**config.mk**
```make
export PLATFORM = sky130hd
export DESIGN_NAME = epi_top
export DESIGN_NICKNAME = d
export VERILOG_FILES = /design/src/epi_top.v /design/src/epi_sync.v /design/src/epi_detect.v
export VERILOG_INCLUDE_DIRS = /design/src /design/src/src
export SDC_FILE = /design/constraint.sdc
export NUM_CORES = 1
export LEC_CHECK = 0
export BUFFER_PORTS_ARGS = -buffer_cell sky130_fd_sc_hd__clkbuf_2
export CORE_MARGIN = 2
export CORE_UTILIZATION = 45
export CTS_BUF_LIST = sky130_fd_sc_hd__clkbuf_16
export DETAILED_ROUTE_END_ITERATION = 8
export HOLD_SLACK_MARGIN = 0.08
export PLACE_DENSITY = 0.84
export SLEW_MARGIN = 20
export SYNTH_ARGS = -nofsm -noshare
export SYNTH_HDL_FRONTEND = slang
export SYNTH_HIERARCHICAL = 1
export SYNTH_SLANG_ARGS = --single-unit
```
**constraint.sdc**
```tcl
create_clock -name clk_i -period 1.3 [get_ports clk_i]
set_input_delay 0.065 -clock clk_i [delete_from_list [all_inputs] [get_ports clk_i]]
set_output_delay 0.065 -clock clk_i [all_outputs]
set_load 0.02 [all_outputs]
```
**src/epi_regs.vh**
```
`ifndef EPI_REGS_VH
`define EPI_REGS_VH
// ----------------------------------------------------------------------
// Register offsets
// ----------------------------------------------------------------------
`define EPI_ADDR_FLAGS 4'h0
`define EPI_ADDR_ENABLES 4'h1
`define EPI_ADDR_GEN_CTRL 4'h2
`define EPI_ADDR_CTRL_STAT 4'h3
`define EPI_ADDR_STATUS_WORD 4'h4
// ----------------------------------------------------------------------
// Field positions
// ----------------------------------------------------------------------
`define EPI_BIT_PIN_ONE 7
`define EPI_BIT_PIN_ZERO 6
`define EPI_BIT_PIN_TWO 5
`define EPI_BIT_GLOBAL 7
`define EPI_BIT_ONE_SENSE_LO 2
`define EPI_BIT_ZERO_SENSE_LO 0
`define EPI_BIT_TWO_EDGE 6
// ----------------------------------------------------------------------
// Sense codes and reset values
// ----------------------------------------------------------------------
`define EPI_SENSE_LEVEL 2'h0
`define EPI_SENSE_ANY 2'h1
`define EPI_SENSE_FALL 2'h2
`define EPI_SENSE_RISE 2'h3
`define EPI_RESET_BYTE 8'h00
`endif

```
**src/epi_top.v**
```verilog
// Design decisions made here: the strobed register port and the address map.
`timescale 1ns/1ps
`default_nettype none
`include "epi_regs.vh"
module epi_top (
   input wire clk_i,
   input wire reset_i,
   input wire [3:0] addr_i,
   input wire [7:0] wdata_i,
   input wire wr_i,
   input wire rd_i,
   output reg [7:0] rdata_o,
   input wire ext_irq_pin_zero_i,
   input wire ext_irq_pin_one_i,
   input wire ext_irq_pin_two_i,
   input wire [2:0] vector_done_i,
   output wire [2:0] vector_req_o,
   output wire [1:0] input_enable_override_enable_o,
   output wire [1:0] input_enable_override_value_o
);
   // ----------------------------------------------------------------------
   // Local constants
   // ----------------------------------------------------------------------
   localparam NUM_PINS = 3;
   localparam [2:0] PIN_BITS_RESET = 3'h0;
   localparam [3:0] SENSE_RESET = 4'h0;
   localparam GLOBAL_RESET = 1'b0;

   // ----------------------------------------------------------------------
   // Decode helpers
   // ----------------------------------------------------------------------
   // True when the bus address selects the given register offset.
   function addr_is;
      input [3:0] addr;
      input [3:0] offset;
      begin
         addr_is = (addr == offset);
      end
   endfunction

   // Gathers the three per-pin bits from their positions in a bus byte.
   function [2:0] byte_to_pins;
      input [7:0] value;
      begin
         byte_to_pins = {value[`EPI_BIT_PIN_TWO], value[`EPI_BIT_PIN_ONE],
                         value[`EPI_BIT_PIN_ZERO]};
      end
   endfunction

   // Places the three per-pin bits in a bus byte; all other bits read zero.
   function [7:0] pins_to_byte;
      input [2:0] pins;
      begin
         pins_to_byte = 8'h00;
         pins_to_byte[`EPI_BIT_PIN_ZERO] = pins[0];
         pins_to_byte[`EPI_BIT_PIN_ONE] = pins[1];
         pins_to_byte[`EPI_BIT_PIN_TWO] = pins[2];
      end
   endfunction

   // True when a two-bit sense code selects the low-level mode.
   function is_level_mode;
      input [1:0] code;
      begin
         is_level_mode = (code == `EPI_SENSE_LEVEL);
      end
   endfunction

   // ----------------------------------------------------------------------
   // Registers
   // ----------------------------------------------------------------------
   reg [2:0] flag_reg;
   reg [2:0] flag_next;
   reg [2:0] enable_reg;
   reg [2:0] enable_next;
   reg [3:0] sense_reg;
   reg [3:0] sense_next;
   reg pin_two_edge_select_reg;
   reg pin_two_edge_select_next;
   reg global_reg;
   reg global_next;
   reg [7:0] rdata_next;
   wire [2:0] pin_level;
   wire [2:0] pin_event;
   wire [2:0] level_req;
   wire [2:0] pin_raw;
   wire [2:0] clr;
   wire [2:0] level_mode;
   wire [2:0] flag_set;

   // ----------------------------------------------------------------------
   // Address decode
   // ----------------------------------------------------------------------
   wire sel_flags = addr_is(addr_i, `EPI_ADDR_FLAGS);
   wire sel_enables = addr_is(addr_i, `EPI_ADDR_ENABLES);
   wire sel_gen_ctrl = addr_is(addr_i, `EPI_ADDR_GEN_CTRL);
   wire sel_ctrl_stat = addr_is(addr_i, `EPI_ADDR_CTRL_STAT);
   wire sel_status_word = addr_is(addr_i, `EPI_ADDR_STATUS_WORD);
   wire wr_flags = wr_i & sel_flags;
   wire wr_enables = wr_i & sel_enables;
   wire wr_gen_ctrl = wr_i & sel_gen_ctrl;
   wire wr_ctrl_stat = wr_i & sel_ctrl_stat;
   wire wr_status_word = wr_i & sel_status_word;
   assign pin_raw = {ext_irq_pin_two_i, ext_irq_pin_one_i, ext_irq_pin_zero_i};

   // ----------------------------------------------------------------------
   // Pin paths
   // ----------------------------------------------------------------------
   // Pins are observed regardless of direction, so driving them as outputs
   // lets software raise its own requests.
   genvar g;
   generate
      for (g = 0; g < 3; g = g + 1) begin : pin_path
         wire [1:0] sense;
         if (g == 2) begin : two
            assign sense = {1'b1, pin_two_edge_select_reg};
         end else begin : zo
            assign sense = sense_reg[2*g+1:2*g];
         end
         epi_sync sync_u (
            .clk_i(clk_i),
            .reset_i(reset_i),
            .pin_i(pin_raw[g]),
            .level_o(pin_level[g])
         );
         epi_detect det_u (
            .clk_i(clk_i),
            .reset_i(reset_i),
            .level_i(pin_level[g]),
            .sense_i(sense),
            .event_o(pin_event[g]),
            .level_req_o(level_req[g])
         );
      end
   endgenerate

   // ----------------------------------------------------------------------
   // Flags
   // ----------------------------------------------------------------------
   // An event in the same cycle as a clear keeps the flag set, so that an
   // edge arriving while the routine runs is never lost.
   assign clr = vector_done_i | ({3{wr_flags}} & byte_to_pins(wdata_i));
   // Pin 2 has no level mode, so its flag is never held clear.
   assign level_mode = {1'b0, is_level_mode(sense_reg[3:2]),
                        is_level_mode(sense_reg[1:0])};
   assign flag_set = pin_event & ~level_mode;
   integer i;
   always @* begin
      flag_next = flag_reg;
      for (i = 0; i < NUM_PINS; i = i + 1) begin
         if (level_mode[i]) begin
            flag_next[i] = 1'b0;
         end else begin
            flag_next[i] = (flag_reg[i] & ~clr[i]) | flag_set[i];
         end
      end
   end

   always @(posedge clk_i) begin
      if (reset_i) begin
         flag_reg <= PIN_BITS_RESET;
      end else begin
         flag_reg <= flag_next;
      end
   end

   // ----------------------------------------------------------------------
   // Control registers
   // ----------------------------------------------------------------------
   // Per-pin request enables.
   always @* begin
      enable_next = enable_reg;
      if (wr_enables) begin
         enable_next = byte_to_pins(wdata_i);
      end
   end

   always @(posedge clk_i) begin
      if (reset_i) begin
         enable_reg <= PIN_BITS_RESET;
      end else begin
         enable_reg <= enable_next;
      end
   end

   // Sense codes of pins 0 and 1; a new code takes effect on the next edge.
   always @* begin
      sense_next = sense_reg;
      if (wr_gen_ctrl) begin
         sense_next = wdata_i[3:0];
      end
   end

   always @(posedge clk_i) begin
      if (reset_i) begin
         sense_reg <= SENSE_RESET;
      end else begin
         sense_reg <= sense_next;
      end
   end

   // Edge select of pin 2.
   always @* begin
      pin_two_edge_select_next = pin_two_edge_select_reg;
      if (wr_ctrl_stat) begin
         pin_two_edge_select_next = wdata_i[`EPI_BIT_TWO_EDGE];
      end
   end

   always @(posedge clk_i) begin
      if (reset_i) begin
         pin_two_edge_select_reg <= 1'b0;
      end else begin
         pin_two_edge_select_reg <= pin_two_edge_select_next;
      end
   end

   // Local copy of the global interrupt bit; the core owns the real one.
   always @* begin
      global_next = global_reg;
      if (wr_status_word) begin
         global_next = wdata_i[`EPI_BIT_GLOBAL];
      end
   end

   always @(posedge clk_i) begin
      if (reset_i) begin
         global_reg <= GLOBAL_RESET;
      end else begin
         global_reg <= global_next;
      end
   end

   // ----------------------------------------------------------------------
   // Requests, one per vector
   // ----------------------------------------------------------------------
   // Each pin owns one request line, so the core vectors to it alone.
   wire [2:0] req_gate = enable_reg & {3{global_reg}};
   wire [2:0] req_source = flag_reg | level_req;
   genvar r;
   generate
      for (r = 0; r < NUM_PINS; r = r + 1) begin : req_line
         assign vector_req_o[r] = req_source[r] & req_gate[r];
      end
   endgenerate

   // The inputs of pins 0 and 1 must stay alive while their requests are enabled, even in sleep.
   genvar v;
   generate
      for (v = 0; v < 2; v = v + 1) begin : ovr_line
         assign input_enable_override_enable_o[v] = enable_reg[v];
         assign input_enable_override_value_o[v] = 1'b1;
      end
   endgenerate

   // ----------------------------------------------------------------------
   // Read port
   // ----------------------------------------------------------------------
   // Data read zero outside the read slot, so a stale value is never taken.
   always @* begin
      rdata_next = 8'h00;
      if (rd_i) begin
         if (sel_flags) begin
            rdata_next = pins_to_byte(flag_reg);
         end else if (sel_enables) begin
            rdata_next = pins_to_byte(enable_reg);
         end else if (sel_gen_ctrl) begin
            rdata_next = {4'h0, sense_reg};
         end else if (sel_ctrl_stat) begin
            rdata_next = {1'b0, pin_two_edge_select_reg, 6'h00};
         end else if (sel_status_word) begin
            rdata_next = {global_reg, 7'h00};
         end else begin
            rdata_next = 8'h00;
         end
      end else begin
         rdata_next = 8'h00;
      end
   end

   always @(posedge clk_i) begin
      if (reset_i) begin
         rdata_o <= `EPI_RESET_BYTE;
      end else begin
         rdata_o <= rdata_next;
      end
   end
endmodule
`default_nettype wire

```
**src/epi_sync.v**
```verilog
`timescale 1ns/1ps
`default_nettype none
module epi_sync (
   input wire clk_i,
   input wire reset_i,
   input wire pin_i,
   output wire level_o
);
   reg meta_reg;
   reg level_reg;
   always @(posedge clk_i) begin
      if (reset_i) begin
         meta_reg <= 1'b0;
         level_reg <= 1'b0;
      end else begin
         meta_reg <= pin_i;
         level_reg <= meta_reg;
      end
   end
   assign level_o = level_reg;
endmodule
`default_nettype wire

```
**src/epi_detect.v**
```verilog
`timescale 1ns/1ps
`default_nettype none
`include "epi_regs.vh"
module epi_detect (
   input wire clk_i,
   input wire reset_i,
   input wire level_i,
   input wire [1:0] sense_i,
   output wire event_o,
   output wire level_req_o
);
   reg last_reg;
   always @(posedge clk_i) begin
      if (reset_i) begin
         last_reg <= 1'b0;
      end else begin
         last_reg <= level_i;
      end
   end
   wire rise = level_i & ~last_reg;
   wire fall = ~level_i & last_reg;
   assign event_o = (sense_i == `EPI_SENSE_ANY) ? (rise | fall) :
                    (sense_i == `EPI_SENSE_FALL) ? fall :
                    (sense_i == `EPI_SENSE_RISE) ? rise : 1'b0;
   // A low level requests continuously and sets no flag.
   assign level_req_o = (sense_i == `EPI_SENSE_LEVEL) & ~level_i;
endmodule
`default_nettype wire

```
==> flow_metrics.tcl, run 1 <==
set metrics [dict create \
    yosysSeqAreaShare 0.433 \
    cts_buffers 3 \
    criticalPathCategory "reg -> reg" \
    power_density_mw_per_mm2 1010 \
    grt_pass1_wl_um 5020 \
    leakage_nw 0.806 \
    arrival_ps 1490 \
    synth_top_area_share 0.433 \
    yosys.area_share.xor_xnor 0 \
    hp-class "in -> reg" \
    cts_root_buffer "clkbuf_16" \
    clk_latency_ps 260 \
    cts_sinks 28 \
    synth_top_family_by_area "simple AND/OR/NAND/NOR gates" \
    synth_mux_area_frac 0.0851 \
    via_per_inst 5.22 \
    outcome "complete, but fails checks" \
    antenna_found_initial 0 \
    async_reset_ff_frac 0 \
    cp.required_ps 1460 \
    post-place-ws_ps -66.5 \
    ios 37 \
    fillers 201 \
    synth-edff-count 0 \
    area_growth_pct 35.7 \
    die_w_um 57.6 \
    min_period_ps 1330 \
    swShare 0.222 \
    hpwl_um 2100 \
    rows 19 \
    finalSetupViolations 1 \
    vdd_drop_max_uv 886 \
    synth_commonest_cells "dfxtp_1, nand2_1, mux2i_1" \
    tns_ps -27.7 \
    ys_types 33 \
    synth_top_area_cell "dfxtp_1" \
    dr.pass1.iters 4 \
    layout-drive-gt1-share 0.321 \
    synthTopCellsByArea "dfxtp_1, mux2i_1, ha_1" \
    cts_setup_buffers 0 \
    largest_register_ff_count 7 \
    yosys_most_used_dff "dfxtp_1" \
    htree_levels 1 \
    ys_ff_latch 28 \
    max_cap_violations 0 \
    avgSynthCellArea_um2 9.31 \
    die-area_mm2 0.00332 \
    grt_pass1_vias 1141 \
    route.detailed.drc 0 \
    yosysMostFrequentCell "dfxtp_1" \
    cts_buffer_depth 2 \
    overflow 0 \
    ys_warn_count 6 \
    diodes 0 \
    finalHoldViolCount 0 \
    sequentialPowerShare 0.500 \
    port_buffers 32 \
    fin_skew_ps 1.01 \
    place_congestion 0.830 \
    worst_slack_ps -27.7 \
    switchingPower_uw 393 \
    dpl_cell_area_mm2 0.00153 \
    rsz0062_at_grt "yes" \
    synthAdderAreaFrac 0.0580 \
    max_freq_mhz 753 \
    synth_compound_area_frac 0.110 \
    failed_checks "setup timing" \
    drt_iter0_markers 25 \
    wirelength_um 3180 \
    period_share 1.02 \
    slew_violations 0 \
    grtUsageTotal 0.195 \
    ant_nets 0 \
    finalNonFillerCells 221 \
    wl_per_cell_um 14.4 \
    clock_power_share 0.398 \
    die_h_um 57.6 \
    whs_path_depth 3 \
    design.core.area_mm2 0.00273 \
    syn_inst 139 \
    combPwrFrac 0.102 \
    stdcell_area_mm2 0.00176 \
    reg2regPathDepth 5 \
    synth_simple_gate_area_frac 0.236 \
    final_net_count 219 \
    vias 1153 \
    start_kind "flop" \
    synthesis.area_mm2 0.00129 \
    place_inst 208 \
    grt_max_degree 16 \
    path_max_fanout 2 \
    end_kind "flop" \
    internal_power_mw 1.38 \
    path_clk_slew_ps 70 \
    initial_utilization 0.473 \
    tritoncts "built" \
]
[area by class of cell]
cell class	count	area, µm²	share of cell area
multi-input combinational	97	704	0.401
sequential	28	572	0.326
clock buffer	3	75.1	0.0428
tap	31	38.8	0.0221
timing repair buffer	50	318	0.181
inverter	11	43.8	0.0249
clock inverter	1	3.75	0.00214
[kinds of logic (layout without fill, tap and decap cells)]
kind of cell	Yosys count	in the layout
AO/OA/AOI/OAI	16	16
adder cells (fa/ha/maj)	6	6
buffers and inverters	19	65
flip-flops	28	28
multiplexers	11	11
other	2	7
AND/OR/NAND/NOR	57	57
[power by group through the flow]
stage	Sequential, mW	Combinational [mW]	Clock, mW
6_report	0.884	0.181	0.704
3_3_place_gp	0.902	0.139	0
2_1_floorplan	0.900	0.0815	0
4_1_cts	0.883	0.170	0.701
3_5_place_dp	0.903	0.147	0
5_1_grt	0.886	0.197	0.737
[what timing repair did]
item | in CTS | in global routing
pin swaps | 3 | 3
setup endpoints to repair | 1 | 4
hold buffers | 9 | 0
hold endpoints to repair | 9 | 0
gates resized for setup | 7 | 11
[worst paths after layout]
path / start / endpoint / slack (ps)
hold reg to reg: pin_path[0].sync_u/meta_reg / pin_path[0].sync_u/level_o / 440
setup / recovery: pin_path[1].det_u/last_reg / flag_reg[1] / -30
hold / removal: wdata_i[6] / pin_two_edge_select_reg / 80
setup reg to reg: pin_path[1].det_u/last_reg / flag_reg[1] / -30
[per-layer routing]
layer  routed length (µm)  global-route usage  vias to the layer above
met5                    0                   0                        -
met4                   96              0.0930                        0
met2                 1620               0.347                       30
met1                 1350               0.223                      549
li1                     -                   -                      563
met3                  117              0.0379                       11
[metrics by stage]
stage | power [mW] | hold WS, ps | utilization
floorplan | 0.981 | 132 | -
global placement | 1.04 | 273 | 0.559
detailed placement | 1.05 | 280 | 0.559
CTS | 1.75 | 86.0 | 0.627
global route | 1.82 | 93.3 | 0.642
finish | 1.77 | 82.1 | 0.642
[critical path, stage by stage (launching register included)]
cell and delay, ps:
dfxtp_4 370, inv_2 50, ha_4 140, or2b_1 210, a32o_1 240, o221a_2 220
[placed cells by master, fill, tap and decap left out, types with 2 or more instances in the layout]
cell type	instances
clkbuf_2	32
dfxtp_1	23
nand2_1	17
mux2i_1	11
nor2_1	9
dlygate4sd3_1	9
nor2b_1	9
buf_4	9
inv_1	7
conb_1	7
and2_1	4
o211a_1	3
nand2b_1	3
nor3_1	3
clkbuf_16	3
or2b_1	3
a32o_1	3
ha_1	3
dfxtp_2	3
a311oi_1	2
clkinv_1	2
o21a_1	2
inv_2	2
ha_4	2
dfxtp_4	2
Note: power is estimated with default switching activity, not from simulation.
==> run 2, diff against run 1 <==
--- a/config.mk
+++ b/config.mk
@@ -6,13 +6,14 @@
 export SDC_FILE = /design/constraint.sdc
 export NUM_CORES = 1
 export LEC_CHECK = 0
+export ABC_AREA = 1
 export BUFFER_PORTS_ARGS = -buffer_cell sky130_fd_sc_hd__clkbuf_2
 export CORE_MARGIN = 2
-export CORE_UTILIZATION = 45
+export CORE_UTILIZATION = 46
 export CTS_BUF_LIST = sky130_fd_sc_hd__clkbuf_16
 export DETAILED_ROUTE_END_ITERATION = 8
 export HOLD_SLACK_MARGIN = 0.08
-export PLACE_DENSITY = 0.84
+export PLACE_DENSITY = 0.85
 export SLEW_MARGIN = 20
 export SYNTH_ARGS = -nofsm -noshare
 export SYNTH_HDL_FRONTEND = slang
==> run 2 against run 1 <==
  * The run ends with DRC left
  * Global-route usage decreased by 0.94 points
  * Die area up 3.7%
  * Synthesized cell count grew 41%
  * Sequential power is 0.8% higher
  * Worst hold slack better by 2.6 ps
  * Combinational power up 6%
  * Register-to-register slack better by 120 ps
  * Sequential share of layout area down 1.2 points
  * Worst setup slack improved by 68 ps
  * Wire length shrank 9.7%
  * First-iteration DRC count rose by 130%
  * Core utilization shrank 0.21 points
==> flow_metrics.tcl, run 2 <==
set metrics [dict create \
    final_cell_mix "inv_1, nor2_1, nand2_1, clkbuf_2, dfxtp_1" \
    htree_levels 1 \
    yosys.area_share.xor_xnor 0 \
    synthesis.area_mm2 0.00138 \
    synth_top_area_share 0.408 \
    grtUsageTotal 0.186 \
    fin_skew_ps 2.16 \
    ant_nets 0 \
    avgSynthCellArea_um2 7.02 \
    period_share 0.969 \
    synthAdderAreaFrac 0.0546 \
    clk_latency_ps 260 \
    place_congestion 0.845 \
    largest_register_ff_count 7 \
    route.detailed.drc 1 \
    final_net_count 273 \
    stdcell_area_mm2 0.00180 \
    wirelength_um 2870 \
    dr.pass1.iters 6 \
    path_clk_slew_ps 70 \
    max_freq_mhz 794 \
    overflow 0 \
    yosysSeqAreaShare 0.408 \
    reg2regPathDepth 7 \
    antenna_found_initial 0 \
    synthTopCellsByArea "dfxtp_1, inv_1, nor2_1" \
    end_kind "output port" \
    finalSetupViolations 0 \
    ys_ff_latch 28 \
    failed_checks "DRC" \
    max_cap_violations 0 \
    reg2reg_slack_ps 90 \
    reg2reg_from "pin_path[1].sync_u/level_o" \
    die_h_um 58.7 \
    ios 37 \
    port_buffers 32 \
    die-area_mm2 0.00344 \
    rsz0062_at_grt "yes" \
    finalHoldViolCount 0 \
    path_max_fanout 6 \
    arrival_ps 1190 \
    cp.required_ps 1240 \
    power_mw 1.99 \
    setup.worst_path.start "sense_reg[2]" \
    power_density_mw_per_mm2 1110 \
    cts_root_buffer "clkbuf_16" \
    synth_commonest_cells "inv_1, nor2_1, nand2_1" \
    grt_pass1_wl_um 4930 \
    tritoncts "built" \
    via_per_inst 4.72 \
    vdd_drop_max_uv 862 \
    rows 19 \
    cts_sinks 28 \
    synth-edff-count 0 \
    diodes 0 \
    min_period_ps 1260 \
    cts_buffer_depth 2 \
    hp-class "in -> reg" \
    slew_violations 0 \
    worst_r2r_endpoint "flag_reg[1]" \
    outcome "complete, but fails checks" \
    wl_per_cell_um 10.4 \
    vias 1298 \
    grt_pass1_vias 1206 \
    design.core.area_mm2 0.00281 \
    criticalPathCategory "reg -> out" \
    cts_buffers 3 \
    yosys_most_used_dff "dfxtp_1" \
    synth_top_family_by_area "simple AND/OR/NAND/NOR gates" \
    syn_inst 196 \
    synth_top_area_cell "dfxtp_1" \
    die_w_um 58.7 \
    final_common_cell "inv_1" \
    layout-drive-gt1-share 0.217 \
    grt_max_degree 17 \
    area_growth_pct 30.6 \
    synth_compound_area_frac 0.0373 \
    ys_warn_count 6 \
    async_reset_ff_frac 0 \
    synth_simple_gate_area_frac 0.341 \
    cts_setup_buffers 0 \
    leakage_nw 0.887 \
    initial_utilization 0.490 \
    yosysMostFrequentCell "inv_1" \
    hpwl_um 2060 \
    synth_mux_area_frac 0 \
    dpl_cell_area_mm2 0.00156 \
    ys_types 22 \
    drt_iter0_markers 58 \
    start_kind "flop" \
    crit_path_end "vector_req_o[1]" \
]
run 2: cell count changes after synthesis, sizes merged, moves of 4 or more:
cell and change:
inv +32, nand4 +7, mux2i -11, nand2b -4
nor2b -9, nand2 +14, nor2 +29, nand3 +14
a21oi +5, nor3 +6
run 2: report_power, final:
part / switching [mW] / internal [mW] / total, mW
registers: 0.0146 / 0.877 / 0.891
logic: 0.109 / 0.0833 / 0.192
clock network: 0.296 / 0.613 / 0.909
run 2: what timing repair did:
action                                 CTS  global route
pin swaps                                0             1
hold buffers                            11             0
gates resized for setup                  1             6
setup endpoints to repair                1             2
endpoints found under the hold margin   13             0
run 2: kinds of logic after synthesis:
family | count (synthesis)
adders and majority gates | 6
other | 2
DFF | 28
buffers and inverters | 49
and+or+nand+nor | 102
AOI/OAI and AO/OA | 9
run 2: layout make-up:
type,count,area (µm²)
Clock buffer,3,75.1
Clock inverter,1,30.0
Fill cell,240,1010
Inverter,42,158
Multi-Input combinational cell,124,638
Sequential cell,28,563
Tap cell,31,38.8
Timing Repair Buffer,46,293
run 2: worst max-delay path, stage by stage, from the launching register on:
cell     delay (ps)
dfxtp_2         360
nor3_4          180
nor2_1           50
nor3_1          140
buf_2           190
run 2: per-layer routing:
layer  share of wire  up-vias  track usage
met5               0        -            0
met4          0.0077        0       0.0455
met3           0.062        4       0.0440
met2            0.51       40        0.337
met1            0.42      573        0.220
li1                -      681            -
run 2: worst min-delay path by stage:
stage / endpoint / start / slack [ps] / depth (start not counted)
floorplan: flag_reg[2] / reset_i / 130 / 1
global placement: pin_path[0].sync_u/meta_reg / ext_irq_pin_zero_i / 260 / 3
detailed placement: pin_path[0].sync_u/meta_reg / ext_irq_pin_zero_i / 260 / 3
CTS: rdata_o[5] / rd_i / 100 / 3
global route: enable_reg[2] / wdata_i[5] / 110 / 3
finish: enable_reg[2] / wdata_i[5] / 80 / 3
run 2: metrics by stage:
stage,hold slack [ps],worst slack (ps),util,instances,setup TNS [ps]
floorplan,134,240,-,201,0
global placement,258,229,0.557,260,0
detailed placement,262,192,0.557,260,0
CTS,96.1,15.8,0.635,275,0
global route,106,-14.0,0.640,275,-14.0
finish,84.8,40.0,0.640,275,0
==> run 3, diff against run 2 <==
--- a/config.mk
+++ b/config.mk
@@ -9,11 +9,11 @@
 export ABC_AREA = 1
 export BUFFER_PORTS_ARGS = -buffer_cell sky130_fd_sc_hd__clkbuf_2
 export CORE_MARGIN = 2
-export CORE_UTILIZATION = 46
+export CORE_UTILIZATION = 51
 export CTS_BUF_LIST = sky130_fd_sc_hd__clkbuf_16
 export DETAILED_ROUTE_END_ITERATION = 8
 export HOLD_SLACK_MARGIN = 0.08
-export PLACE_DENSITY = 0.85
+export PLACE_DENSITY = 0.89
 export SLEW_MARGIN = 20
 export SYNTH_ARGS = -nofsm -noshare
 export SYNTH_HDL_FRONTEND = slang
==> constraint.sdc (replaced) <==
create_clock -name clk_i -period 1.25 [get_ports clk_i]
set_input_delay 0.0625 -clock clk_i [delete_from_list [all_inputs] [get_ports clk_i]]
set_output_delay 0.0625 -clock clk_i [all_outputs]
set_load 0.02 [all_outputs]
==> run 3 against run 2 <==
  * The flow now finishes without violations
  * Die area down 9.2%
  * Worst setup slack got worse by 17 ps
  * Sequential share of layout area increased by 0.52 points
  * Via count fell by 2.2%
  * Worst hold slack worse by 10 ps
  * First-iteration DRC count shrank 40%
  * Register-to-register slack improved by 40 ps
  * Sequential cell count is the same
  * Clock skew rose by 0.71 ps
  * Clock power is 20% lower
  * Global-route usage up 0.83 points
  * Largest power group is now registers
==> flow_metrics.tcl, run 3 (synthesis gave the netlist of run 2 again) <==
set metrics [dict create \
    outcome "complete, no violations" \
    route.detailed.drc 0 \
    overflow 0 \
    rows 18 \
    worst_r2r_endpoint "flag_reg[0]" \
    ios 37 \
    path_depth 4 \
    reg2reg_slack_ps 130 \
    max_cap_violations 0 \
    cts_sinks 28 \
    initial_utilization 0.545 \
    critPathMaxStageDelay_ps 340 \
    finalHoldViolCount 0 \
    setup.worst_path.start "pin_path[0].sync_u/level_o" \
    die-area_mm2 0.00313 \
    wl_per_cell_um 10.3 \
    end_kind "output port" \
    crit_path_end "vector_req_o[0]" \
    path_clk_slew_ps 70 \
    clk_latency_ps 260 \
    start_kind "flop" \
    post-place-ws_ps 132 \
    path_max_fanout 3 \
    largest_register_ff_count 7 \
    cts_setup_buffers 0 \
    max_freq_mhz 815 \
    wirelength_um 2810 \
    swShare 0.229 \
    vdd_drop_max_uv 817 \
    period_share 0.982 \
    combPwrFrac 0.107 \
    reg2reg_from "pin_path[0].sync_u/level_o" \
    worst_slack_ps 22.9 \
    clock_power_share 0.392 \
    cts_buffer_depth 2 \
    dr.pass1.iters 4 \
    cp.required_ps 1190 \
    final_util 0.703 \
    m1WireLength_um 1290 \
    path_buf_inv 1 \
    reg2regPathDepth 7 \
    design.core.area_mm2 0.00252 \
    drt_iter0_markers 35 \
    hold_ws_ps 74.4 \
    htree_levels 1 \
    highest_layer "met4" \
    sequentialPowerShare 0.502 \
    hp-class "in -> reg" \
    finalSetupViolations 0 \
    die_h_um 55.9 \
    switchingPower_uw 424 \
    ant_nets 0 \
    vias 1270 \
    fin_skew_ps 2.87 \
    leakage_nw 0.871 \
    arrival_ps 1160 \
    via_per_inst 4.65 \
    dpl_cell_area_mm2 0.00156 \
    diodes 0 \
    tritoncts "built" \
    grt_pass1_vias 1169 \
    internal_power_mw 1.43 \
    finalNonFillerCells 273 \
    tns_ps 0 \
    final_net_count 272 \
    rsz0062_at_grt "yes" \
    layout-drive-gt1-share 0.235 \
    stdcell_area_mm2 0.00177 \
    path_cells "nor3_2, nor2_1, nor3_1, buf_4" \
    power_mw 1.85 \
    power_density_mw_per_mm2 1040 \
    slowest_stage "dfxtp_2" \
    grt_max_degree 16 \
    final_common_cell "inv_1" \
    slew_violations 0 \
    met2_length_um 1380 \
    antenna_found_initial 0 \
    hpwl_um 1970 \
    die_w_um 55.9 \
    grt_pass1_wl_um 4900 \
    min_period_ps 1230 \
    crit_family "simple AND/OR/NAND/NOR gates" \
    final_cell_mix "inv_1, nor2_1, nand2_1, clkbuf_2, dfxtp_1" \
    place_congestion 0.830 \
    dr_wl_met3_um 100 \
    cts_root_buffer "clkbuf_16" \
    place_inst 259 \
    grtUsageTotal 0.194 \
    port_buffers 32 \
    criticalPathCategory "reg -> out" \
    area_growth_pct 29.0 \
    cts_buffers 3 \
]
[run 3: cell count changes in the layout (fill, tap and decap cells not counted), sizes merged]
cell / change
bufinv: -1
clkinv: +1
dlygate4sd3: -1
[run 3: layout make-up]
class / instances / area (µm²)
repair buffers: 45 / 288
well taps: 30 / 37.5
inverters: 42 / 158
clock inverters: 1 / 3.75
flip-flops and latches: 28 / 566
multi-input cells: 124 / 647
clock buffers: 3 / 75.1
fillers: 221 / 748
[run 3: tightest hold or removal path, stage by stage]
cell and delay, ps:
clkbuf_2 80, nor2_1 40, nand2_1 60, a21oi_1 50
[run 3: worst min path at each step]
stage	start	endpoint	slack, ps	cells past startpoint
3_3_place_gp	ext_irq_pin_zero_i	pin_path[0].sync_u/meta_reg	250	3
5_1_grt	vector_done_i[1]	flag_reg[1]	90	4
3_5_place_dp	ext_irq_pin_one_i	pin_path[1].sync_u/meta_reg	260	3
4_1_cts	vector_done_i[0]	flag_reg[0]	80	4
2_1_floorplan	reset_i	flag_reg[2]	130	1
6_report	vector_done_i[2]	flag_reg[2]	70	4
[run 3: per-layer routing]
metal,vias to the layer above,track usage
li1,681,-
met1,557,0.244
met2,27,0.330
met3,5,0.0395
met4,0,0.0680
met5,-,0
[run 3: power by group through the flow]
stage               Clock (mW)  Sequential (mW)  Combinational (mW)
floorplan                    0            0.943               0.104
detailed placement           0            0.945               0.167
global route             0.767            0.929               0.225
CTS                      0.725            0.926               0.194
global placement             0            0.944               0.164
finish                   0.724            0.927               0.198
[run 3: what timing repair did]
item,in CTS,in global routing
endpoints found under the setup margin,2,3
pin swaps,0,1
endpoints found under the hold margin,11,0
hold buffers,10,0
gates resized for setup,7,7
